===== src/shared/somc_pkg.sv =====
package somc_pkg;

	// Timing
	localparam int CLK_PERIOD_NS = 8;
	localparam int T_STARTUP_US  = 1000;
	localparam int T_SYSTEM_RESET_LINE_LOW_US = 20;
	localparam int SPI_FRAME_BITS = 16;

	// Register addresses
	localparam logic [6:0] ADDR_MODE_CTRL   = 7'h01;
	localparam logic [6:0] ADDR_MAIN_STATUS = 7'h03;
	localparam logic [6:0] ADDR_NV_CFG      = 7'h74;

	// Operating mode field codes and reset value
	localparam logic [2:0] MC_STANDBY   = 3'h4;
	localparam logic [2:0] MC_NORMAL    = 3'h7;
	localparam logic [2:0] MC_RESET_VAL = 3'h4;

	// Main status field positions
	localparam int STAT_OVERTEMP_WARNING_STATUS_BIT = 6;
	localparam int STAT_NMS_BIT  = 5;

	// Reset source codes
	localparam logic [4:0] RSS_POWER_ON   = 5'h00;
	localparam logic [4:0] RSS_WD_EARLY   = 5'h0E;
	localparam logic [4:0] RSS_WD_OVERFL  = 5'h0F;
	localparam logic [4:0] RSS_WD_ILLEGAL = 5'h10;
	localparam logic [4:0] RSS_EXT_PULL   = 5'h11;
	localparam logic [4:0] RSS_OTP_EXIT   = 5'h12;
	localparam logic [4:0] RSS_V1_UV      = 5'h13;

	// Non-volatile configuration
	localparam int         NV_FORCED_NORMAL_SELECT_BIT  = 0;
	localparam logic [7:0] NV_CFG_RESET = 8'h01;

	// Watchdog and CAN mode field codes
	localparam logic [2:0] WMC_AUTO    = 3'h1;
	localparam logic [2:0] WMC_TIMEOUT = 3'h2;
	localparam logic [2:0] WMC_WINDOW  = 3'h4;
	localparam logic [1:0] CMC_OFFLINE = 2'h0;
	localparam logic [1:0] CMC_LISTEN  = 2'h3;

	// Positions of the synchronised pin inputs
	localparam int PIN_BAT_ON  = 0;
	localparam int PIN_BAT_OFF = 1;
	localparam int PIN_OTP_ACT = 2;
	localparam int PIN_OTP_REL = 3;
	localparam int PIN_WARN    = 4;
	localparam int PIN_UV      = 5;
	localparam int PIN_SYSTEM_RESET_LINE    = 6;
	localparam int PIN_CANRX   = 7;
	localparam int PIN_COUNT   = 8;

	typedef enum logic [2:0] {
		ST_OFF,
		ST_BOOT,
		ST_RESET,
		ST_STANDBY,
		ST_NORMAL,
		ST_FNM,
		ST_OVERTEMP
	} somc_state_e;

endpackage


===== src/rtl/somc_spi_slave.sv =====
`timescale 1ns/1ps
module somc_spi_slave (
	input  wire logic       ref_clk_i,
	input  wire logic       srst_i,
	input  wire logic       sck_i,
	input  wire logic       cs_n_i,
	input  wire logic       sdi_i,
	input  wire logic       enable_i,
	input  wire logic [7:0] rd_data_i,
	output logic      [6:0] addr_o,
	output logic            wr_stb_o,
	output logic      [7:0] wr_data_o,
	output logic            sdo_o,
	output logic            sdo_oe_o
);
	import somc_pkg::*;

	logic [2:0]  s1_reg;
	logic [2:0]  s2_reg;
	logic        sck_d_reg;
	logic        cs_d_reg;
	logic [15:0] shift_reg;
	logic [4:0]  cnt_reg;
	logic        ro_reg;
	logic        load_reg;
	logic [7:0]  out_reg;
	logic        sck_rise;
	logic        sck_fall;
	logic        cs_rise;

	// Two-stage synchronisers: sck, cs_n, sdi
	always_ff @(posedge ref_clk_i) begin
		if (srst_i) begin
			s1_reg    <= 3'h2;
			s2_reg    <= 3'h2;
			sck_d_reg <= 1'b0;
			cs_d_reg  <= 1'b1;
		end else begin
			s1_reg    <= {sdi_i, cs_n_i, sck_i};
			s2_reg    <= s1_reg;
			sck_d_reg <= s2_reg[0];
			cs_d_reg  <= s2_reg[1];
		end
	end

	assign sck_rise = s2_reg[0] & ~sck_d_reg & ~s2_reg[1];
	assign sck_fall = ~s2_reg[0] & sck_d_reg & ~s2_reg[1];
	assign cs_rise  = s2_reg[1] & ~cs_d_reg;

	// Frame: address 7 bits, read-only flag, 8 data bits, MSB first
	always_ff @(posedge ref_clk_i) begin
		if (srst_i || s2_reg[1]) begin
			cnt_reg   <= 5'h00;
			shift_reg <= 16'h0000;
		end else if (sck_rise) begin
			shift_reg <= {shift_reg[14:0], s2_reg[2]};
			if (cnt_reg != 5'h1F) begin
				cnt_reg <= cnt_reg + 5'h01;
			end
		end
	end

	always_ff @(posedge ref_clk_i) begin
		if (srst_i) begin
			addr_o   <= 7'h00;
			ro_reg   <= 1'b0;
			load_reg <= 1'b0;
		end else begin
			load_reg <= sck_rise && (cnt_reg == 5'h07);
			if (load_reg) begin
				addr_o <= shift_reg[7:1];
				ro_reg <= shift_reg[0];
			end
		end
	end

	// Read data is taken one cycle after the address is latched
	always_ff @(posedge ref_clk_i) begin
		if (srst_i) begin
			out_reg <= 8'h00;
			sdo_o   <= 1'b0;
		end else if (s2_reg[1]) begin
			sdo_o <= 1'b0;
		end else if (sck_fall && cnt_reg >= 5'h08) begin
			sdo_o   <= out_reg[7];
			out_reg <= {out_reg[6:0], 1'b0};
		end else if (cnt_reg == 5'h08 && !sck_rise && !load_reg
				&& sck_d_reg) begin
			out_reg <= rd_data_i;
		end
	end

	always_ff @(posedge ref_clk_i) begin
		if (srst_i) begin
			wr_stb_o  <= 1'b0;
			wr_data_o <= 8'h00;
			sdo_oe_o  <= 1'b0;
		end else begin
			sdo_oe_o <= ~s2_reg[1] & enable_i;
			wr_stb_o <= cs_rise && enable_i && !ro_reg
				&& (cnt_reg == 5'(SPI_FRAME_BITS));
			if (cs_rise) begin
				wr_data_o <= shift_reg[7:0];
			end
		end
	end

endmodule


===== src/rtl/somc_mode_ctrl.sv =====
`timescale 1ns/1ps
// Overview of operation
// - Reset mode: CAN offline unless entered from Forced Normal, SPI off, watchdog off, regulator on, reset low.
// - Any reset event from an active mode forces Reset mode.
// - Reset line released high with selection zero: go to Standby.
// - Forced-normal selection one: leave Reset for Forced Normal instead.
// - Undervoltage-caused Reset holds until regulator voltage recovers.
// - Low battery forces Off from any mode; Off keeps everything off.
// - Battery above power-on threshold: start-up delay, then Reset mode.
// - Overtemperature activation forces Overtemp from any mode except Off and the start-up delay.
// - Warning sets status bit; event captured only when enabled.
// - Overtemp disables CAN; pending wake-up still pulls receive output low.
// - Overtemp switches regulator off and drives reset line low.
// - Overtemp exits to Reset below release threshold, Off on low battery.
// - Forced Normal: watchdog off, regulator and CAN transceiver active.
// - Forced-normal bit lives in non-volatile register, factory value one.
// - Reset from Forced Normal keeps transmitter on unless undervoltage.
// - Forced Normal reads limited; non-volatile writable in factory state.
// - Normal mode CAN follows CAN mode field; receive stream for nonzero.
// - Watchdog per mode field in Standby/Normal; window only in Normal.
// - Mode field bits 2:0 at 01h: 100 Standby, 111 Normal.
// - Main status bit 6 shows warning level; bit 7 reads zero.
// - Main status bits 4:0 hold the last reset source code.
// - Main status bit 5 is one until Normal mode is first entered.
module somc_mode_ctrl #(
	parameter int STARTUP_CYCLES =
		(somc_pkg::T_STARTUP_US * 1000 + somc_pkg::CLK_PERIOD_NS - 1)
		/ somc_pkg::CLK_PERIOD_NS
) (
	input  wire logic       ref_clk_i,
	input  wire logic       srst_i,
	input  wire logic       battery_above_poweron_i,
	input  wire logic       battery_below_poweroff_i,
	input  wire logic       temp_above_otp_act_i,
	input  wire logic       temp_below_otp_rel_i,
	input  wire logic       temp_above_warn_i,
	input  wire logic       regulator_undervolt_i,
	input  wire logic       system_reset_line_i,
	output logic            system_reset_line_o,
	output logic            system_reset_line_oe_o,
	input  wire logic       wd_early_trigger_i,
	input  wire logic       wd_overflow_i,
	input  wire logic       wd_illegal_cfg_i,
	input  wire logic       wake_pending_i,
	input  wire logic [1:0] can_mode_field_i,
	input  wire logic [2:0] watchdog_mode_field_i,
	input  wire logic       overtemp_warning_enable_i,
	input  wire logic       overtemp_warning_clear_i,
	input  wire logic       can_rx_bus_i,
	input  wire logic       spi_sck_i,
	input  wire logic       spi_cs_n_i,
	input  wire logic       spi_sdi_i,
	output logic            spi_sdo_o,
	output logic            spi_sdo_oe_o,
	output logic            host_regulator_output_en_o,
	output logic            can_tx_en_o,
	output logic            can_rx_en_o,
	output logic            can_rxd_o,
	output logic            watchdog_run_o,
	output logic            watchdog_window_o,
	output logic            overtemp_warning_status_o,
	output logic            overtemp_warning_event_o
);
	import somc_pkg::*;

	localparam int SYSTEM_RESET_LINE_LOW_CYCLES =
		(T_SYSTEM_RESET_LINE_LOW_US * 1000 + CLK_PERIOD_NS - 1) / CLK_PERIOD_NS;

	somc_state_e    state_reg;
	somc_state_e    state_next;
	logic [4:0]     src_reg;
	logic [4:0]     src_next;
	logic           uv_cause_reg;
	logic           uv_cause_next;
	logic           from_fnm_reg;
	logic [PIN_COUNT-1:0] sync1_reg;
	logic [PIN_COUNT-1:0] pin_s;
	logic [23:0]    timer_reg;
	logic [2:0]     operating_mode_field_reg;
	logic           normal_entry_pending_reg;
	logic [7:0]     nv_cfg_reg;
	logic           nv_factory_reg;
	logic           warn_d_reg;
	logic           forced_normal_select;
	logic           rst_drive;
	logic           active_mode;
	logic           ext_pull;
	logic           mc_write;
	logic           nv_write;
	logic           spi_enable;
	logic [6:0]     spi_addr;
	logic           spi_wr_stb;
	logic [7:0]     spi_wr_data;
	logic [7:0]     rd_data;

	// Two-stage synchronisers for every pin input
	always_ff @(posedge ref_clk_i) begin
		if (srst_i) begin
			sync1_reg <= '0;
			pin_s     <= '0;
		end else begin
			sync1_reg <= {can_rx_bus_i, system_reset_line_i,
				regulator_undervolt_i, temp_above_warn_i,
				temp_below_otp_rel_i, temp_above_otp_act_i,
				battery_below_poweroff_i, battery_above_poweron_i};
			pin_s     <= sync1_reg;
		end
	end

	assign forced_normal_select = nv_cfg_reg[NV_FORCED_NORMAL_SELECT_BIT];
	assign active_mode = (state_reg == ST_STANDBY)
		|| (state_reg == ST_NORMAL) || (state_reg == ST_FNM);
	assign ext_pull = active_mode && !pin_s[PIN_SYSTEM_RESET_LINE];
	assign rst_drive = (timer_reg < 24'(SYSTEM_RESET_LINE_LOW_CYCLES))
		|| (uv_cause_reg && pin_s[PIN_UV]);
	assign spi_enable = active_mode;
	assign mc_write = spi_wr_stb && (spi_addr == ADDR_MODE_CTRL)
		&& (state_reg != ST_FNM)
		&& ((spi_wr_data[2:0] == MC_STANDBY)
		|| (spi_wr_data[2:0] == MC_NORMAL));
	assign nv_write = spi_wr_stb && (spi_addr == ADDR_NV_CFG)
		&& nv_factory_reg;

	// Mode transitions, highest priority first
	always_comb begin
		state_next    = state_reg;
		src_next      = src_reg;
		uv_cause_next = uv_cause_reg;
		if (pin_s[PIN_BAT_OFF]) begin
			state_next = ST_OFF;
		end else begin
			case (state_reg)
				ST_OFF: begin
					if (pin_s[PIN_BAT_ON]) begin
						state_next = ST_BOOT;
					end
				end
				ST_BOOT: begin
					if (timer_reg >= 24'(STARTUP_CYCLES - 1)) begin
						state_next    = ST_RESET;
						src_next      = RSS_POWER_ON;
						uv_cause_next = 1'b0;
					end
				end
				ST_OVERTEMP: begin
					if (pin_s[PIN_OTP_REL]) begin
						state_next    = ST_RESET;
						src_next      = RSS_OTP_EXIT;
						uv_cause_next = 1'b0;
					end
				end
				default: begin
					if (pin_s[PIN_OTP_ACT]) begin
						state_next = ST_OVERTEMP;
					end else if (state_reg == ST_RESET) begin
						if (!rst_drive && pin_s[PIN_SYSTEM_RESET_LINE]) begin
							state_next = forced_normal_select
								? ST_FNM : ST_STANDBY;
						end
					end else if (pin_s[PIN_UV]) begin
						state_next    = ST_RESET;
						src_next      = RSS_V1_UV;
						uv_cause_next = 1'b1;
					end else if (wd_illegal_cfg_i) begin
						state_next    = ST_RESET;
						src_next      = RSS_WD_ILLEGAL;
						uv_cause_next = 1'b0;
					end else if (wd_overflow_i) begin
						state_next    = ST_RESET;
						src_next      = RSS_WD_OVERFL;
						uv_cause_next = 1'b0;
					end else if (wd_early_trigger_i) begin
						state_next    = ST_RESET;
						src_next      = RSS_WD_EARLY;
						uv_cause_next = 1'b0;
					end else if (ext_pull) begin
						state_next    = ST_RESET;
						src_next      = RSS_EXT_PULL;
						uv_cause_next = 1'b0;
					end else if (mc_write) begin
						if (state_reg == ST_STANDBY
							&& spi_wr_data[2:0] == MC_NORMAL) begin
							state_next = ST_NORMAL;
						end else if (state_reg == ST_NORMAL
							&& spi_wr_data[2:0] == MC_STANDBY) begin
							state_next = ST_STANDBY;
						end
					end
				end
			endcase
		end
	end

	always_ff @(posedge ref_clk_i) begin
		if (srst_i) begin
			state_reg    <= ST_OFF;
			src_reg      <= RSS_POWER_ON;
			uv_cause_reg <= 1'b0;
			from_fnm_reg <= 1'b0;
		end else begin
			state_reg    <= state_next;
			src_reg      <= src_next;
			uv_cause_reg <= uv_cause_next;
			if (state_next == ST_RESET && state_reg != ST_RESET) begin
				from_fnm_reg <= (state_reg == ST_FNM);
			end
		end
	end

	// Cycles spent in the present state; restarts on every change
	always_ff @(posedge ref_clk_i) begin
		if (srst_i || state_next != state_reg) begin
			timer_reg <= 24'h000000;
		end else if (timer_reg != 24'hFFFFFF) begin
			timer_reg <= timer_reg + 24'h000001;
		end
	end

	// Stored mode field and normal-entry flag
	always_ff @(posedge ref_clk_i) begin
		if (srst_i) begin
			operating_mode_field_reg <= MC_RESET_VAL;
			normal_entry_pending_reg <= 1'b1;
		end else begin
			if (mc_write && (state_reg == ST_STANDBY
				|| state_reg == ST_NORMAL)) begin
				operating_mode_field_reg <= spi_wr_data[2:0];
			end else if (state_reg == ST_RESET
				&& state_next == ST_STANDBY) begin
				operating_mode_field_reg <= MC_STANDBY;
			end
			if (state_reg == ST_BOOT && state_next == ST_RESET) begin
				normal_entry_pending_reg <= 1'b1;
			end else if (state_next == ST_NORMAL) begin
				normal_entry_pending_reg <= 1'b0;
			end
		end
	end

	// Non-volatile configuration with factory preset
	always_ff @(posedge ref_clk_i) begin
		if (srst_i) begin
			nv_cfg_reg     <= NV_CFG_RESET;
			nv_factory_reg <= 1'b1;
		end else if (nv_write) begin
			nv_cfg_reg <= spi_wr_data;
			if (!spi_wr_data[NV_FORCED_NORMAL_SELECT_BIT]) begin
				nv_factory_reg <= 1'b0;
			end
		end
	end

	// Warning status and captured event; a new event beats a clear
	always_ff @(posedge ref_clk_i) begin
		if (srst_i) begin
			warn_d_reg                <= 1'b0;
			overtemp_warning_status_o <= 1'b0;
			overtemp_warning_event_o  <= 1'b0;
		end else begin
			warn_d_reg                <= pin_s[PIN_WARN];
			overtemp_warning_status_o <= pin_s[PIN_WARN];
			if (pin_s[PIN_WARN] && !warn_d_reg
				&& overtemp_warning_enable_i) begin
				overtemp_warning_event_o <= 1'b1;
			end else if (overtemp_warning_clear_i) begin
				overtemp_warning_event_o <= 1'b0;
			end
		end
	end

	// Register read decode
	always_comb begin
		rd_data = 8'h00;
		case (spi_addr)
			ADDR_MODE_CTRL: begin
				if (state_reg != ST_FNM) begin
					rd_data = {5'h00, operating_mode_field_reg};
				end
			end
			ADDR_MAIN_STATUS: begin
				rd_data = 8'h00;
				rd_data[STAT_OVERTEMP_WARNING_STATUS_BIT] = pin_s[PIN_WARN];
				rd_data[STAT_NMS_BIT]  = normal_entry_pending_reg;
				rd_data[4:0] = src_reg;
			end
			ADDR_NV_CFG: begin
				rd_data = nv_cfg_reg;
			end
			default: begin
				rd_data = 8'h00;
			end
		endcase
	end

	// Per-mode enables of regulator, reset line and CAN
	always_ff @(posedge ref_clk_i) begin
		if (srst_i) begin
			host_regulator_output_en_o <= 1'b0;
			system_reset_line_o        <= 1'b0;
			system_reset_line_oe_o     <= 1'b1;
			can_tx_en_o                <= 1'b0;
			can_rx_en_o                <= 1'b0;
		end else begin
			system_reset_line_o <= 1'b0;
			case (state_reg)
				ST_RESET: begin
					host_regulator_output_en_o <= 1'b1;
					system_reset_line_oe_o     <= rst_drive;
					can_tx_en_o <= from_fnm_reg && !pin_s[PIN_UV];
					can_rx_en_o <= 1'b0;
				end
				ST_STANDBY: begin
					host_regulator_output_en_o <= 1'b1;
					system_reset_line_oe_o     <= 1'b0;
					can_tx_en_o                <= 1'b0;
					can_rx_en_o                <= 1'b0;
				end
				ST_NORMAL: begin
					host_regulator_output_en_o <= 1'b1;
					system_reset_line_oe_o     <= 1'b0;
					can_tx_en_o <= (can_mode_field_i != CMC_OFFLINE)
						&& (can_mode_field_i != CMC_LISTEN);
					can_rx_en_o <= (can_mode_field_i != CMC_OFFLINE);
				end
				ST_FNM: begin
					host_regulator_output_en_o <= 1'b1;
					system_reset_line_oe_o     <= 1'b0;
					can_tx_en_o                <= 1'b1;
					can_rx_en_o                <= 1'b1;
				end
				default: begin
					host_regulator_output_en_o <= 1'b0;
					system_reset_line_oe_o     <= 1'b1;
					can_tx_en_o                <= 1'b0;
					can_rx_en_o                <= 1'b0;
				end
			endcase
		end
	end

	// Receive output and watchdog operating mode
	always_ff @(posedge ref_clk_i) begin
		if (srst_i) begin
			can_rxd_o         <= 1'b1;
			watchdog_run_o    <= 1'b0;
			watchdog_window_o <= 1'b0;
		end else begin
			if (state_reg == ST_FNM || (state_reg == ST_NORMAL
				&& can_mode_field_i != CMC_OFFLINE)) begin
				can_rxd_o <= pin_s[PIN_CANRX];
			end else if (state_reg == ST_OFF || state_reg == ST_BOOT) begin
				can_rxd_o <= 1'b1;
			end else begin
				can_rxd_o <= !wake_pending_i;
			end
			case (state_reg)
				ST_STANDBY: begin
					watchdog_window_o <= 1'b0;
					watchdog_run_o <= (watchdog_mode_field_i == WMC_WINDOW)
						|| (watchdog_mode_field_i == WMC_TIMEOUT)
						|| (watchdog_mode_field_i == WMC_AUTO
						&& wake_pending_i);
				end
				ST_NORMAL: begin
					watchdog_window_o <=
						(watchdog_mode_field_i == WMC_WINDOW);
					watchdog_run_o <= (watchdog_mode_field_i == WMC_WINDOW)
						|| (watchdog_mode_field_i == WMC_TIMEOUT)
						|| (watchdog_mode_field_i == WMC_AUTO);
				end
				default: begin
					watchdog_run_o    <= 1'b0;
					watchdog_window_o <= 1'b0;
				end
			endcase
		end
	end

	// SPI is served only in Standby, Normal and Forced Normal
	somc_spi_slave u_spi (
		.ref_clk_i (ref_clk_i),
		.srst_i    (srst_i),
		.sck_i     (spi_sck_i),
		.cs_n_i    (spi_cs_n_i),
		.sdi_i     (spi_sdi_i),
		.enable_i  (spi_enable),
		.rd_data_i (rd_data),
		.addr_o    (spi_addr),
		.wr_stb_o  (spi_wr_stb),
		.wr_data_o (spi_wr_data),
		.sdo_o     (spi_sdo_o),
		.sdo_oe_o  (spi_sdo_oe_o)
	);

endmodule


===== config.mk =====
export PLATFORM = sky130hd
export DESIGN_NAME = somc_mode_ctrl
export DESIGN_NICKNAME = d
export VERILOG_FILES = /design/src/shared/somc_pkg.sv /design/src/rtl/somc_spi_slave.sv /design/src/rtl/somc_mode_ctrl.sv
export SDC_FILE = /design/constraint.sdc
export NUM_CORES = 1
export LEC_CHECK = 0
export BUFFER_PORTS_ARGS = -buffer_cell sky130_fd_sc_hd__buf_2
export CAP_MARGIN = 25
export CORE_MARGIN = 3
export CORE_UTILIZATION = 54
export CTS_CLUSTER_DIAMETER = 150
export CTS_CLUSTER_SIZE = 25
export DETAILED_ROUTE_END_ITERATION = 10
export PLACE_DENSITY = 0.76
export SLEW_MARGIN = 20
export SYNTH_ARGS = -nofsm -noshare
export SYNTH_HDL_FRONTEND = slang
export SYNTH_SLANG_ARGS = --single-unit

===== constraint.sdc =====
create_clock -name ref_clk_i -period 2.1 [get_ports ref_clk_i]
set_input_delay 0.21 -clock ref_clk_i [delete_from_list [all_inputs] [get_ports ref_clk_i]]
set_output_delay 0.21 -clock ref_clk_i [all_outputs]
set_load 0.02 [all_outputs]

-- Word level (Yosys, flattened, before mapping)
Index checks and enable logic that the tools add are counted.
- register bits after elaboration: 121
- input bits: 24
- output and inout bits: 12
- add/sub/neg operators: 2
- magnitude comparators: 3
- equality and inequality tests: 30
- multiplexer cells: 52
- bitwise gates (word level): 14
- reduce and logical (&&, ||, !) cells: 62
- operators by type and width (cell ; count):
    $mux 3 ; 19
    $mux 5 ; 9
    $logic_and 1x1->1 ; 28
    $add 24x1->24 const B ; 1
    $ge 24x17->1 const B ; 1
    $lt 24x12->1 const B ; 1
    $ne 24x24->1 const B ; 1
    $pmux 8 s3 ; 1
    $eq 3x3->1 const B ; 7
    $mux 8 ; 2
    $eq 3x2->1 const B ; 5
    $pmux 5 s3 ; 1
    $mux 1 ; 14
    $logic_or 1x1->1 ; 11
    $pmux 3 s3 ; 1
    $logic_not 1->1 ; 8
    $not 1->1 ; 8
    $reduce_bool 2->1 ; 4
    $eq 7x1->1 const B ; 1
    $eq 7x2->1 const B ; 1
    $eq 7x7->1 const B ; 1
    $reduce_and 7->1 ; 1
    $reduce_bool 7->1 ; 1
    $and 1x1->1 ; 6
    other kinds (19) ; 30

-- Logic depth before layout (Yosys ltp)
Gate-level depths: netlist (run 1).
- depth after elaboration: 18
- gate-level depth with buffers: 9
- gate-level depth less buffers: 8

-- By module
From an unflattened synthesis (run 1), not the netlist that was laid out.
- cells, all modules: 594
- area, all modules: 5282.6 µm²
- modules (own cells, without submodules) (module ; instances ; cells an instance ; area each (µm²)):
    somc_mode_ctrl ; 1 ; 386 ; 3399.5
    somc_spi_slave ; 1 ; 208 ; 1883.1

-- Worst setup path after synthesis (run 1)
OpenSTA, ideal clock, no wires.
- path type: register to register
- start point: register timer_reg[0]
- end point: register timer_reg[10]
- setup time: 120 ps
- data arrival time: 2124 ps
- data required time: 1980 ps
- path slack: -144 ps
- cell stages (with the launch flop): 10
- cell sequence: dfxtp_1 > ha_1 > a2111oi_0 > o21ai_0 > a31oi_1 > nand2_1 > a211o_1 > o221ai_4 > buf_6 > nor3_1
- longest elaborated chain between the ends: 11
- elaborated cells between the ends (all ways): 15
- RTL lines (item ; line ; source):
    start: declaration ; somc_mode_ctrl.sv:78 ; logic [23:0] timer_reg;
    start signal: assignment ; somc_mode_ctrl.sv:215 ; timer_reg <= timer_reg + 24'h000001;
    $lt 24x12->1 ; somc_mode_ctrl.sv:114 ; assign rst_drive = (timer_reg < 24'(SYSTEM_RESET_LINE_LOW_CYCLES))
    $logic_or 1x1->1 ; somc_mode_ctrl.sv:115 ; || (uv_cause_reg && pin_s[PIN_UV]);
    $logic_not 1->1 ; somc_mode_ctrl.sv:156 ; if (!rst_drive && pin_s[PIN_SYSTEM_RESET_LINE]) begin
    $logic_and 1x1->1 ; somc_mode_ctrl.sv:156 ;
    $mux 3 ; somc_mode_ctrl.sv:156 ;
    $mux 3 ; somc_mode_ctrl.sv:155 ; end else if (state_reg == ST_RESET) begin
    $mux 3 ; somc_mode_ctrl.sv:153 ; if (pin_s[PIN_OTP_ACT]) begin
    $pmux 3 s3 ; somc_mode_ctrl.sv:132 ; case (state_reg)
    $mux 3 ; somc_mode_ctrl.sv:129 ; if (pin_s[PIN_BAT_OFF]) begin
    $ne 3x3->1 ; somc_mode_ctrl.sv:212 ; if (srst_i || state_next != state_reg) begin
    $logic_or 1x1->1 ; somc_mode_ctrl.sv:212 ;
Several ways; a longest one is shown, not always the timed one.
A chain may end at the register's enable or synchronous reset.

-- Worst setup path in the final report (run 1)
- start point: register timer_reg[3]
- end point: register timer_reg[2]
Same word-level chain as after synthesis.

==> results of run 1 <==
## metrics by stage
| stage | hold WS, ns | cell area (um2) |
|---|---|---|
| finish | 0.0258 | 7220 |
| floorplan | 0.314 | 5370 |
| global placement | 0.400 | 6250 |
| global route | 0.0203 | 7220 |
| CTS | 0.00479 | 7080 |
| detailed placement | 0.408 | 6250 |
## worst paths after layout
check	from	endpoint	slack, ns	depth (start not counted)
worst max-delay path	timer_reg[3]	timer_reg[2]	-0.14	8
worst min-delay path	watchdog_mode_field_i[2]	watchdog_run_o	0.03	3
worst max register to register	timer_reg[3]	timer_reg[2]	-0.14	8
worst min register to register	sync1_reg[0]	pin_s[0]	0.44	1
## worst min-delay path, cell delays in order
cell and delay [ns]:
sky130_fd_sc_hd__buf_2 0.12, sky130_fd_sc_hd__a21oi_1 0.12, sky130_fd_sc_hd__nor3_1 0.05
## final cells by class
type | count | area (um2) | area share
multi-input combinational | 437 | 2960 | 0.410
inverter | 13 | 48.8 | 0.00676
timing repair buffer | 136 | 1030 | 0.142
clock buffer | 20 | 435 | 0.0603
tap | 129 | 161 | 0.0224
sequential | 120 | 2420 | 0.335
clock inverter | 12 | 166 | 0.0231
## layer usage
metal	GRT usage	vias to the layer above	wire [um]
li1	-	2385	-
met1	0.335	2386	6410
met2	0.444	167	7200
met3	0.0606	23	847
met4	0.0981	0	292
met5	0	-	0
## logic make-up after synthesis
logic type / Yosys count / share of synthesized area
other cells: 1 / 0.000700
compound gates: 106 / 0.141
fa+ha+maj: 5 / 0.0117
flops: 120 / 0.448
buf+inv: 43 / 0.0371
xor+xnor: 24 / 0.0392
mux: 21 / 0.0392
simple gates: 280 / 0.283
## power by group
part,leakage [nW],total (mW),internal (mW),switching [mW]
clock,0.286,2.94,1.85,1.09
sequential,0.978,2.36,2.32,0.0380
combinational,1.55,0.334,0.164,0.170
## placed cells by master (no fill, tap or decap), types with 4 or more instances in the layout
| cell | Yosys | layout |
|---|---|---|
| sky130_fd_sc_hd__dfxtp_1 | 120 | 109 |
| sky130_fd_sc_hd__buf_4 | 1 | 82 |
| sky130_fd_sc_hd__nor2_1 | 61 | 59 |
| sky130_fd_sc_hd__nand2_1 | 54 | 54 |
| sky130_fd_sc_hd__a21oi_1 | 36 | 34 |
| sky130_fd_sc_hd__buf_2 | 8 | 34 |
| sky130_fd_sc_hd__nor2b_1 | 29 | 29 |
| sky130_fd_sc_hd__nor3_1 | 30 | 28 |
| sky130_fd_sc_hd__mux2i_1 | 21 | 21 |
| sky130_fd_sc_hd__nand3_1 | 20 | 19 |
| sky130_fd_sc_hd__clkbuf_16 | 0 | 16 |
| sky130_fd_sc_hd__xor2_1 | 15 | 15 |
| sky130_fd_sc_hd__nand2b_1 | 14 | 14 |
| sky130_fd_sc_hd__dlygate4sd3_1 | 0 | 14 |
| sky130_fd_sc_hd__inv_1 | 13 | 13 |
| sky130_fd_sc_hd__dfxtp_2 | 0 | 11 |
| sky130_fd_sc_hd__and3_1 | 10 | 10 |
| sky130_fd_sc_hd__nand4_1 | 10 | 10 |
| sky130_fd_sc_hd__o21ai_0 | 13 | 10 |
| sky130_fd_sc_hd__xnor2_1 | 9 | 9 |
| sky130_fd_sc_hd__a31oi_1 | 7 | 6 |
| sky130_fd_sc_hd__a22oi_1 | 6 | 6 |
| sky130_fd_sc_hd__a221oi_1 | 6 | 6 |
| sky130_fd_sc_hd__nor4_2 | 0 | 5 |
| sky130_fd_sc_hd__nor3_2 | 3 | 5 |
| sky130_fd_sc_hd__or2_2 | 5 | 5 |
| sky130_fd_sc_hd__or3_1 | 5 | 5 |
| sky130_fd_sc_hd__a21o_1 | 5 | 5 |
| sky130_fd_sc_hd__clkinv_4 | 0 | 5 |
| sky130_fd_sc_hd__and2_1 | 4 | 4 |
| sky130_fd_sc_hd__o221a_2 | 4 | 4 |
| sky130_fd_sc_hd__ha_1 | 5 | 4 |
| sky130_fd_sc_hd__buf_12 | 0 | 4 |
## repair_timing
| action | in CTS | in global routing |
|---|---|---|
| setup endpoints to repair | 34 | 40 |
| gates resized for setup | 17 | 30 |
| pin swaps | 4 | 4 |
| endpoints found under the hold margin | 14 | 0 |
| hold buffers | 14 | 0 |
| setup buffers | 0 | 2 |
==> flow_results.org, run 1 <==
** Critical path
- The largest single stage delay on the critical path is 0.36 ns.
- STA puts the critical path data arrival time at 2.67 ns.
- Maximum fanout along the worst path :: 24
- Worst path bufs/invs :: 1
- Nature of the critical path startpoint :: flip-flop
- Cell breakdown of the critical path :: nor4_1 -> o211ai_1 -> nor2_2 -> nor3b_2 -> o31ai_4 -> o221ai_4 -> buf_12 -> nor4_4
- Among cell families on the critical path, the largest total delay comes from simple AND/OR/NAND/NOR gates.
- The worst setup path is captured at a flip-flop.
- The slowest stage of the critical path is the sky130_fd_sc_hd__dfxtp_1 cell.
- Data required time at the worst endpoint :: 2.53 ns
- The critical path in this run is classified as flip-flop to flip-flop.

** Yosys
- Post-synth cell types :: 66
- Post-synth top cells :: 120 x sky130_fd_sc_hd__dfxtp_1, 61 x sky130_fd_sc_hd__nor2_1, 54 x sky130_fd_sc_hd__nand2_1, 36 x sky130_fd_sc_hd__a21oi_1, 30 x sky130_fd_sc_hd__nor3_1
- Post-Synthesis Mean Instance Area :: 8.93 um2
- Of the post-synthesis cell area, the dominant cell type holds 0.448.
- Net count of the mapped netlist :: 629
- Instance count of the mapped netlist :: 600
- Among all flip-flop cells after synthesis, the most frequent one is sky130_fd_sc_hd__dfxtp_1.
- The synthesized design spends more area on one cell type than any other, namely sky130_fd_sc_hd__dfxtp_1.
- By area the synthesized netlist is led by sky130_fd_sc_hd__dfxtp_1 45%, sky130_fd_sc_hd__nor2_1 4.3%, sky130_fd_sc_hd__mux2i_1 3.9%.
- Yosys mapped a number of flops with a built-in enable equal to 0.
- Warnings from Yosys :: 0
- Post-synthesis sequential area ratio :: 0.448
- Synthesis inferred 120 register bits.
- Most frequently used cell type in the post-synthesis netlist :: sky130_fd_sc_hd__dfxtp_1
- Netlist area before placement :: 5360 um2
- In the synthesized netlist the async set-or-reset flop fraction comes to 0.

** Final layout
- Growth of design area from synthesis to finish :: 34.7%
- Fraction of final layout cells sized beyond drive strength 1 :: 0.289
- The layout has 647 filler cells.
- At the end of the flow the core is filled with cells to 0.763.
- The repair_antennas step left the layout with diodes totalling 0.
- The register with the most flip-flops in the layout has 24 of them.
- After the last flow step, the layout net total stands at 754.
- After the flow finishes, the layout carries non-filler instances totaling 867.

** GRT
- Antenna violations before repair :: 0
- The number of global-route vias before repair is 5063.
- Wire length of the first global-routing pass :: 23900 um
- For this run, the total global-route usage over all layers was measured as 0.266.
- Remaining global-route overflow :: 0
- Largest net degree at the start of global routing :: 75

** Detailed routing
- Count of vias placed by the detailed router :: 4961
- For this run, design rule violations remaining after detail routing come to 0.
- Routed wire length per instance :: 17.0 um
- Aggregate routed wire length :: 14700 um
- 1st-iter DRT viols :: 352
- Once detail routing completed, the nets flagged for antenna violations numbered 0.
- First-pass detailed-route iteration total :: 5
- After detailed routing, the number of vias per cell comes to 5.72.

** Die
- In this run the horizontal extent of the chip is 106 um.
- Row Count :: 35
- Area inside the core boundary :: 9460 um2
- Number of I/O pins :: 36
- Die footprint :: 11200 um2
- The die is 106 um tall.
- Initial Util :: 0.567

** Clocking
- After clock tree synthesis, the clock-pin slew on the worst setup and hold paths is 0.06 ns.
- Clock insertion delay at the later pin of the skew report :: 0.52 ns
- TritonCTS created 17 clock buffers.
- TritonCTS built the clock tree.
- Sinks on the clock net :: 120
- The H-tree generated during clock tree synthesis spans 4 levels.
- Counting along the longest clock path gives a buffer depth of 2.
- The tree is rooted in a sky130_fd_sc_hd__clkbuf_8.

** Pwr
- Worst ir drop on vdd :: 698 uV
- Summed over all cells, the static leakage comes to 2.81 nW.
- After layout, the design draws a total of 5.64 mW.
- Power Density :: 781 nW/um2

** Status
- The flow ran to the end, but the final reports show violations.
- The final reports fail on negative setup slack.

** STA
- Summed over all failing endpoints, the final setup total negative slack is -2.30 ns.
- Clock skew on the completed layout was measured at 0.00678 ns.
- RSZ-0062 raised after global routing :: yes
- In the finished design, the share of the clock period the worst path needs comes to 1.07.
- In this run the tightest slew margin relative to its limit is 0.603.
- Hold violation total from the final report :: 0
- Transition at the pin with the smallest max-transition slack :: 0.594 ns
- The max-slew violation count was 0.
- The worst path in the final design needs a cycle of 2.24 ns, including I/O delays and setup.
- Maximum clock frequency :: 0.446 GHz
- Worst Setup Slack, final :: -0.140 ns
- Final number of setup-violating endpoints :: 25

** Worst hold path
- Type of the worst min-delay path :: input pin to flip-flop

** Place
- Placed Cells :: 819
- Setup Slack @ Placement :: -0.251 ns
- HPWL after detailed placement :: 9310 um
- At the end of routability-driven placement, the weighted congestion stood at 0.901.
- Input and output buffers added on the ports amount to 34.

** Job
- Across the run, the number of max-cap violations was 0.
Note: power is estimated with default switching activity, not from simulation.
==> inputs of run 2 (changes only) <==
--- a/config.mk
+++ b/config.mk
@@ -9,11 +9,11 @@
 export CAP_MARGIN = 25
 export CORE_MARGIN = 3
 export CORE_UTILIZATION = 54
-export CTS_CLUSTER_DIAMETER = 150
 export CTS_CLUSTER_SIZE = 25
 export DETAILED_ROUTE_END_ITERATION = 10
 export PLACE_DENSITY = 0.76
 export SLEW_MARGIN = 20
 export SYNTH_ARGS = -nofsm -noshare
 export SYNTH_HDL_FRONTEND = slang
+export SYNTH_HIERARCHICAL = 1
 export SYNTH_SLANG_ARGS = --single-unit
==> flow_results.org, run 2 <==
** Die
- Initial Util :: 0.564
- The floorplan has 35 rows.
- Die footprint :: 11000 um2
- The floorplan step defined a core boundary enclosing 9370 um2.
- Die Y-Extent :: 105 um
- In this run the horizontal extent of the chip is 105 um.
- During I/O placement, the number of pins put on the boundary was 36.

** Critical path
- Beginning of the worst register-to-register path :: timer_reg[0]
- The slowest stage of the critical path is the sky130_fd_sc_hd__a2111o_1 cell.
- Classification of the worst setup path :: flip-flop to flip-flop
- Source of the critical timing path :: timer_reg[0]
- Of all nets on the critical path, the largest fanout is 10.
- Cell breakdown of the critical path :: ha_4 -> a2111o_1 -> a311oi_2 -> o211ai_1 -> a221o_1 -> a31o_4 -> xnor2_4 -> o2111ai_4 -> buf_6 -> nor2_2
- Data required time at the worst endpoint :: 2.56 ns
- Data arrival time of the critical path :: 3.16 ns
- Setup slack on the worst reg-to-reg path comes out at -0.60 ns.
- STA classifies the critical path startpoint as a flip-flop.
- The largest single stage delay on the critical path is 0.37 ns.
- STA classifies the critical path endpoint as a flip-flop.

** GRT
- The initial antenna violation count is 0.
- Entering global routing, the biggest net connects 27 pins.
- Remaining global-route overflow :: 0
- Wire length of the first global-routing pass :: 24800 um
- The number of global-route vias before repair came to 5265.
- All-Layer GR Usage :: 0.280

** Pwr
- The worst-case IR drop observed on VDD is 508 uV.
- Power Density :: 743 nW/um2
- Standby leakage power :: 2.78 nW

** Status
- The final reports fail on negative setup slack.
- The flow ran to the end, but the final reports show violations.

** Yosys
- The netlist uses 72 different library cells.
- The synthesized design contains 120 register bits.
- Most frequently used cell type in the post-synthesis netlist :: sky130_fd_sc_hd__dfxtp_1
- In the synthesized netlist, the number of instances is 594.
- The biggest area contributor in the post-synthesis netlist is sky130_fd_sc_hd__dfxtp_1.
- Counting flops with an async set or reset pin after synthesis yields a share of 0.
- In the post-synthesis netlist, the biggest area contributors are sky130_fd_sc_hd__dfxtp_1 45%, sky130_fd_sc_hd__nand2_1 4.9%, sky130_fd_sc_hd__nor2_1 3.8%.
- Net count of the mapped netlist :: 623
- Post-synthesis sequential area ratio :: 0.455
- Top_reg_cell synth :: sky130_fd_sc_hd__dfxtp_1
- In this run the cell area of the synthesized design comes to 5280 um2.
- Top cell type's share of synthesized area :: 0.455
- A synthesized cell averages 8.89 um2.
- Counting flops with a built-in enable in the synthesized netlist gives 0.
- For this run, the number of Yosys warnings is 6.
- After synthesis, the most frequently instantiated cells are 120 x sky130_fd_sc_hd__dfxtp_1, 69 x sky130_fd_sc_hd__nand2_1, 53 x sky130_fd_sc_hd__nor2_1, 34 x sky130_fd_sc_hd__a21oi_1, 27 x sky130_fd_sc_hd__nor2b_1.

** Clocking
- Clk Tree Root Cell :: sky130_fd_sc_hd__clkbuf_8
- CTS clk-pin slew, worst paths :: 0.06 ns
- The later pin in the worst-skew pair is clocked with a latency of 0.53 ns.
- Clock buffer count from CTS :: 17
- CTS H-tree lvls :: 4
- CTS tree :: yes
- Maximum buffer depth of the clock tree :: 2
- Sinks on the clock net :: 120

** STA
- Static timing analysis puts the maximum clock frequency at 0.371 GHz.
- Clock skew on the completed layout was measured at 0.0182 ns.
- The max-slew violation count came to 0.
- Worst hold slack :: 0.0285 ns
- At the pin with the least slew margin, the transition time is 0.757 ns.
- Setup violations remaining at the end of the flow were counted as 37.
- In this run the tightest slew margin relative to its limit is 0.494.
- Setup repair after global routing could not meet its margin everywhere.
- The final hold violation count is 0.
- Final critical path time including I/O delays and setup :: 2.70 ns
- Fraction of the cycle the final worst path needs :: 1.28
- Worst Setup Slack, final :: -0.597 ns

** Detailed routing
- Remaining antenna violation count after routing :: 0
- Across all layers, the routed design uses 5292 vias.
- Dividing the detail-routed via count by the number of cells gives 5.97.
- 1st-iter DRT viols :: 330
- Wires add up to 16300 um.
- Dividing the detail-routed wire length by the instance count gives 18.3 um.
- First-pass detailed-route iteration total :: 5
- For this run, design rule violations remaining after detail routing come to 0.

** Final layout
- After routing the design area is 7300 um2.
- The final layout contains 773 nets.
- Max reg flops :: 24
- Relative to the synthesized area, the layout overhead comes to 38.3%.
- In the final layout, the multi-input gates occupy 2980 um2.
- Most frequent cells in the layout :: 117 x sky130_fd_sc_hd__dfxtp_1, 102 x sky130_fd_sc_hd__buf_4, 66 x sky130_fd_sc_hd__nand2_1, 49 x sky130_fd_sc_hd__nor2_1, 34 x sky130_fd_sc_hd__buf_2
- In the final layout, flip-flops and latches occupy 2410 um2.
- Fill cells in the final layout number 584.
- The library cell used most frequently in the layout, excluding fill and tap cells, is sky130_fd_sc_hd__dfxtp_1.
- Antenna diode count :: 0
- Of the cells placed in the final design, the portion with a size suffix greater than 1 is 0.336.

** Worst hold path
- Launch instance of the worst min-delay path :: wake_pending_i
- The path class of the tightest hold or removal check is input pin to flip-flop.

** Job
- The tool flagged a number of max-cap violations equal to 0.

** Place
- Buffers placed on the I/O ports in this run total 34.
- Summing all placed instances gives a cell area of 6210 um2.
- The congestion estimate from routability-driven global placement came to 0.909.
- Once detailed placement completed, the half-perimeter wirelength came to 9290 um.
run 2: cell types whose count changed in the layout (fill, tap and decap cells not counted), moves of 8 or more:
cell and change:
sky130_fd_sc_hd__buf_4 +20, sky130_fd_sc_hd__dfxtp_1 +8, sky130_fd_sc_hd__dfxtp_2 -8, sky130_fd_sc_hd__nand2_1 +12, sky130_fd_sc_hd__nand2b_1 -8, sky130_fd_sc_hd__nor2_1 -10
sky130_fd_sc_hd__nor2_2 +13, sky130_fd_sc_hd__nor2_4 +9, sky130_fd_sc_hd__nor3_1 -9, sky130_fd_sc_hd__o21ai_0 +10
run 2: cells by family (layout without fill, tap and decap cells):
| group | count (synthesis) | after routing | synth area share |
|---|---|---|---|
| buf+inv | 37 | 200 | 0.0317 |
| other cells | 1 | 1 | 0.000710 |
| mux | 19 | 19 | 0.0360 |
| flops | 120 | 120 | 0.455 |
| fa+ha+maj | 5 | 5 | 0.0118 |
| compound gates | 102 | 102 | 0.138 |
| xor+xnor | 23 | 23 | 0.0417 |
| simple gates | 287 | 287 | 0.285 |
run 2: repair_timing:
| action | 4_1_cts | 5_1_grt |
|---|---|---|
| hold buffers | 15 | 0 |
| hold endpoints to repair | 13 | 0 |
| buffers inserted | 10 | 8 |
| setup endpoints to repair | 40 | 45 |
| pin swaps | 18 | 12 |
| resized for setup | 25 | 36 |
| cloned | 0 | 0 |
run 2: critical path: cells and delay by family (launching register included):
kind,cells,cell delay (ns)
flip-flops,1,0.35
buffers and inverters,1,0.22
XOR/XNOR,1,0.15
AO/OA/AOI/OAI,6,1.63
AND/OR/NAND/NOR,1,0.11
adder cells (fa/ha/maj),1,0.17
run 2: per-layer routing:
layer  wire [um]  track usage  up-vias
li1            -            -     2400
met1        6420        0.329     2505
met2        7990        0.477      309
met3        1220       0.0568       78
met4         620        0.153        0
met5           0            0        -
run 2: area by class of cell:
type,count,area share
clock buffers,18,0.0572
clock inverters,14,0.0194
inverters,11,0.00565
multi-input cells,437,0.408
flip-flops and latches,120,0.329
well taps,129,0.0221
repair buffers,157,0.158
run 2: worst paths after layout:
check | endpoint | cells after the start
hold reg to reg | u_spi/s2_reg[1] | 1
setup / recovery | timer_reg[11] | 10
hold / removal | can_rxd_o | 4
setup reg to reg | timer_reg[11] | 10
run 2: per-stage QoR:
step	total power [mW]	setup slack, ns	util	std cells	setup TNS (ns)
floorplan	2.53	-0.546	-	594	-13.98
global placement	2.61	-0.675	0.662	826	-19.26
detailed placement	2.62	-0.722	0.662	826	-20.49
CTS	5.36	-0.542	0.758	882	-14.95
global route	5.57	-0.714	0.779	886	-21.25
finish	5.42	-0.597	0.779	886	-17.44
run 2: power breakdown:
group	internal (mW)	leakage, nW	switching, mW	total, mW
registers	2.31	0.973	0.0293	2.34
logic	0.153	1.53	0.169	0.322
clock network	1.60	0.272	1.16	2.76
==> inputs of run 3 (changes only) <==
--- a/config.mk
+++ b/config.mk
@@ -5,13 +5,14 @@
 export SDC_FILE = /design/constraint.sdc
 export NUM_CORES = 1
 export LEC_CHECK = 0
+export ABC_AREA = 1
 export BUFFER_PORTS_ARGS = -buffer_cell sky130_fd_sc_hd__buf_2
 export CAP_MARGIN = 25
 export CORE_MARGIN = 3
-export CORE_UTILIZATION = 54
+export CORE_UTILIZATION = 55
 export CTS_CLUSTER_SIZE = 25
 export DETAILED_ROUTE_END_ITERATION = 10
-export PLACE_DENSITY = 0.76
+export PLACE_DENSITY = 0.77
 export SLEW_MARGIN = 20
 export SYNTH_ARGS = -nofsm -noshare
 export SYNTH_HDL_FRONTEND = slang
==> flow_results.org, run 3 <==
** Status
- Result of the run :: complete, no violations

** GRT
- Largest net degree at the start of global routing :: 27
- Antenna violations before repair :: 0
- Wire length of the first global-routing pass :: 23400 um
- Number of global-route vias before repair :: 5204
- For this run, the total global-route usage over all layers was measured as 0.256.
- Remaining global-route overflow :: 0

** Final layout
- Antenna diode count :: 0
- Fraction of final layout cells sized beyond drive strength 1 :: 0.239
- Growth of design area from synthesis to finish :: 29.1%
- Most frequent cells in the layout :: 138 x sky130_fd_sc_hd__nand2_1, 122 x sky130_fd_sc_hd__nor2_1, 111 x sky130_fd_sc_hd__inv_1, 109 x sky130_fd_sc_hd__dfxtp_1, 53 x sky130_fd_sc_hd__buf_4
- The finished layout holds 1049 standard cells, fillers aside.
- Once layout is complete, the utilization of the core stands at 0.738.
- The final layout contains 932 nets.
- Leaving out fill and tap cells, the most frequent cell in the layout is sky130_fd_sc_hd__nand2_1.
- The register with the most flip-flops in the layout has 24 of them.

** Yosys
- Number of enable-type register cells in the synthesized netlist :: 0
- Post-synthesis sequential area ratio :: 0.426
- Net count of the mapped netlist :: 827
- Of the post-synthesis cell area, the dominant cell type holds 0.426.
- Synthesis produced 798 cells.
- Post-Synthesis Mean Instance Area :: 7.07 um2
- Register bit count reported by yosys :: 120
- Leading cell types by total area after synthesis :: sky130_fd_sc_hd__dfxtp_1 43%, sky130_fd_sc_hd__nand2_1 9.6%, sky130_fd_sc_hd__nor2_1 8.9%
- In the post-synthesis netlist, the cell with the most instances is sky130_fd_sc_hd__nand2_1.
- During synthesis, Yosys emitted a total of 6 warnings.
- The largest total area in the synthesized netlist belongs to sky130_fd_sc_hd__dfxtp_1.
- Of all flip-flops after synthesis, the portion carrying an async set or reset was 0.
- The number of different library cells used by synthesis comes to 41.
- The commonest cells after synthesis are 144 x sky130_fd_sc_hd__nand2_1, 133 x sky130_fd_sc_hd__nor2_1, 120 x sky130_fd_sc_hd__dfxtp_1, 115 x sky130_fd_sc_hd__inv_1, 55 x sky130_fd_sc_hd__nand3_1.
- Netlist area before placement :: 5640 um2
- Top_reg_cell synth :: sky130_fd_sc_hd__dfxtp_1

** Detailed routing
- In this run the remaining antenna-violating nets after routing total 0.
- Using the TritonRoute via totals, the vias-per-cell ratio works out to 5.10.
- Count of vias placed by the detailed router :: 5351
- Aggregate routed wire length :: 14300 um
- DRC violations left :: 0
- The first routing iteration left 364 violations.
- In the final routed layout, each cell accounts on average for 13.7 um.
- First-pass detailed-route iteration total :: 5

** Die
- Die footprint :: 11500 um2
- Horizontal die dimension :: 107 um
- Row Count :: 36
- From bottom edge to top edge, the die measures 107 um.
- The core region is 9860 um2.
- For this configuration, the core starts out at a cell density of 0.572.
- In this run the count of I/O pins placed on the die edge is 36.

** Critical path
- Data arrival time of the critical path :: 2.53 ns
- STA puts the critical path data required time at 2.57 ns.
- Capturing element type of the critical path :: flip-flop
- In this run the worst path has a maximum fanout of 10.
- The worst setup path is of the flip-flop to flip-flop kind.
- STA classifies the critical path startpoint as a flip-flop.

** Clocking
- In this run the deepest clock path goes through 2 buffers.
- After clock tree synthesis, the clock-pin slew on the worst setup and hold paths is 0.06 ns.
- The later pin in the worst-skew pair is clocked with a latency of 0.53 ns.
- The tree is rooted in a sky130_fd_sc_hd__clkbuf_8.
- TritonCTS built the clock tree.
- CTS H-tree lvls :: 4
- Counting every sink on the clock net gives 120.
- Clock buffer count from CTS :: 17

** STA
- Derived from the worst setup path, the maximum achievable clock frequency is 0.484 GHz.
- Final critical path time including I/O delays and setup :: 2.07 ns
- In the finished design, the share of the clock period the worst path needs comes to 0.984.
- Hold violation total from the final report :: 0
- For the final routed database, the setup TNS stands at 0 ns.
- Largest clock skew in the final design :: 0.00903 ns
- Final hold analysis gives a worst-case slack of 0.0403 ns.
- Setup violations remaining at the end of the flow were counted as 0.
- Final number of max-transition violations :: 0

** Pwr
- Power spread over the standard cell area amounts to 1080 nW/um2.
- The analysis attributes to cell leakage a power of 3.33 nW.
- Worst ir drop on vdd :: 788 uV

** Place
- At the end of routability-driven placement, the weighted congestion stood at 0.881.
- After detailed placement, the design holds a cell count of 988.
- Number of port buffers :: 34
- HPWL after detailed placement :: 9560 um

** Job
- The tool flagged a number of max-cap violations equal to 0.

** Worst hold path
- The path class of the tightest hold or removal check is input pin to flip-flop.
## run 3: cell types whose count changed after synthesis, sizes merged, moves of 11 or more
cell	delta
nor2	+93
nand4	+11
o21ai	+20
nand2	+80
nor2b	-27
nand3	+32
mux2i	-19
inv	+112
xor2	+12
## run 3: cells by family after synthesis
family                     after synthesis  share of synthesized area
other                                    1                   0.000665
buffers and inverters                  145                      0.104
xor gates and xnor gates                25                     0.0388
AOI/OAI and AO/OA                       86                     0.0832
adders and majority gates                5                     0.0111
DFF                                    120                      0.426
and+or+nand+nor                        416                      0.336
## run 3: critical path, cell delays in order (launching register included)
cell	delay, ns
sky130_fd_sc_hd__dfxtp_1	0.34
sky130_fd_sc_hd__inv_1	0.06
sky130_fd_sc_hd__nand2_1	0.06
sky130_fd_sc_hd__nor2_1	0.15
sky130_fd_sc_hd__nand2_1	0.10
sky130_fd_sc_hd__nor2_1	0.10
sky130_fd_sc_hd__nand2_1	0.12
sky130_fd_sc_hd__nand4_1	0.13
sky130_fd_sc_hd__nand2_1	0.08
sky130_fd_sc_hd__nor2_2	0.16
sky130_fd_sc_hd__nor2_4	0.07
sky130_fd_sc_hd__xor2_1	0.17
sky130_fd_sc_hd__nor2_2	0.12
sky130_fd_sc_hd__nand2_4	0.10
sky130_fd_sc_hd__buf_12	0.16
sky130_fd_sc_hd__nor2_1	0.08
## run 3: final timing paths
path	from	endpoint	slack [ns]	depth (start not counted)
worst max-delay path	timer_reg[23]	timer_reg[5]	0.03	15
worst min-delay path	watchdog_mode_field_i[0]	watchdog_window_o	0.04	4
worst max register to register	timer_reg[23]	timer_reg[5]	0.03	15
worst min register to register	sync1_reg[4]	pin_s[4]	0.41	2
## run 3: repair_timing
item	4_1_cts	5_1_grt
endpoints found under the setup margin	14	34
pin swaps	0	10
hold endpoints to repair	14	0
hold buffers	15	0
setup buffers	0	13
cloned	0	1
resized for setup	2	59
## run 3: report_power, final
group          leakage [nW]  internal (mW)  switching (mW)
Combinational          2.06           1.02            1.30
Sequential            0.980           2.45           0.129
Clock                 0.293           1.96            1.03
## run 3: metrics by stage
step                worst slack, ns  power, mW  area [um2]
floorplan                     0.153       3.80        5640
global placement             0.0139       4.42        6210
detailed placement           0.0332       4.44        6210
CTS                         0.00504       7.46        6970
global route                -0.0812       8.27        7280
finish                       0.0345       7.90        7280
## run 3: cell type report
cell class                      count  area [um2]
Multi-Input combinational cell    533        2810
Fill cell                         732        2580
Sequential cell                   120        2420
Timing Repair Buffer              107         800
Inverter                          124         470
Clock buffer                       21         439
Clock inverter                     11         171
Tap cell                          133         166
## run 3: per-layer routing
metal | vias up | share of wire | track usage
met5 | - | 0 | 0
met1 | 2452 | 0.43 | 0.299
met3 | 44 | 0.046 | 0.0714
met4 | 0 | 0.029 | 0.110
met2 | 143 | 0.49 | 0.439
li1 | 2712 | - | -
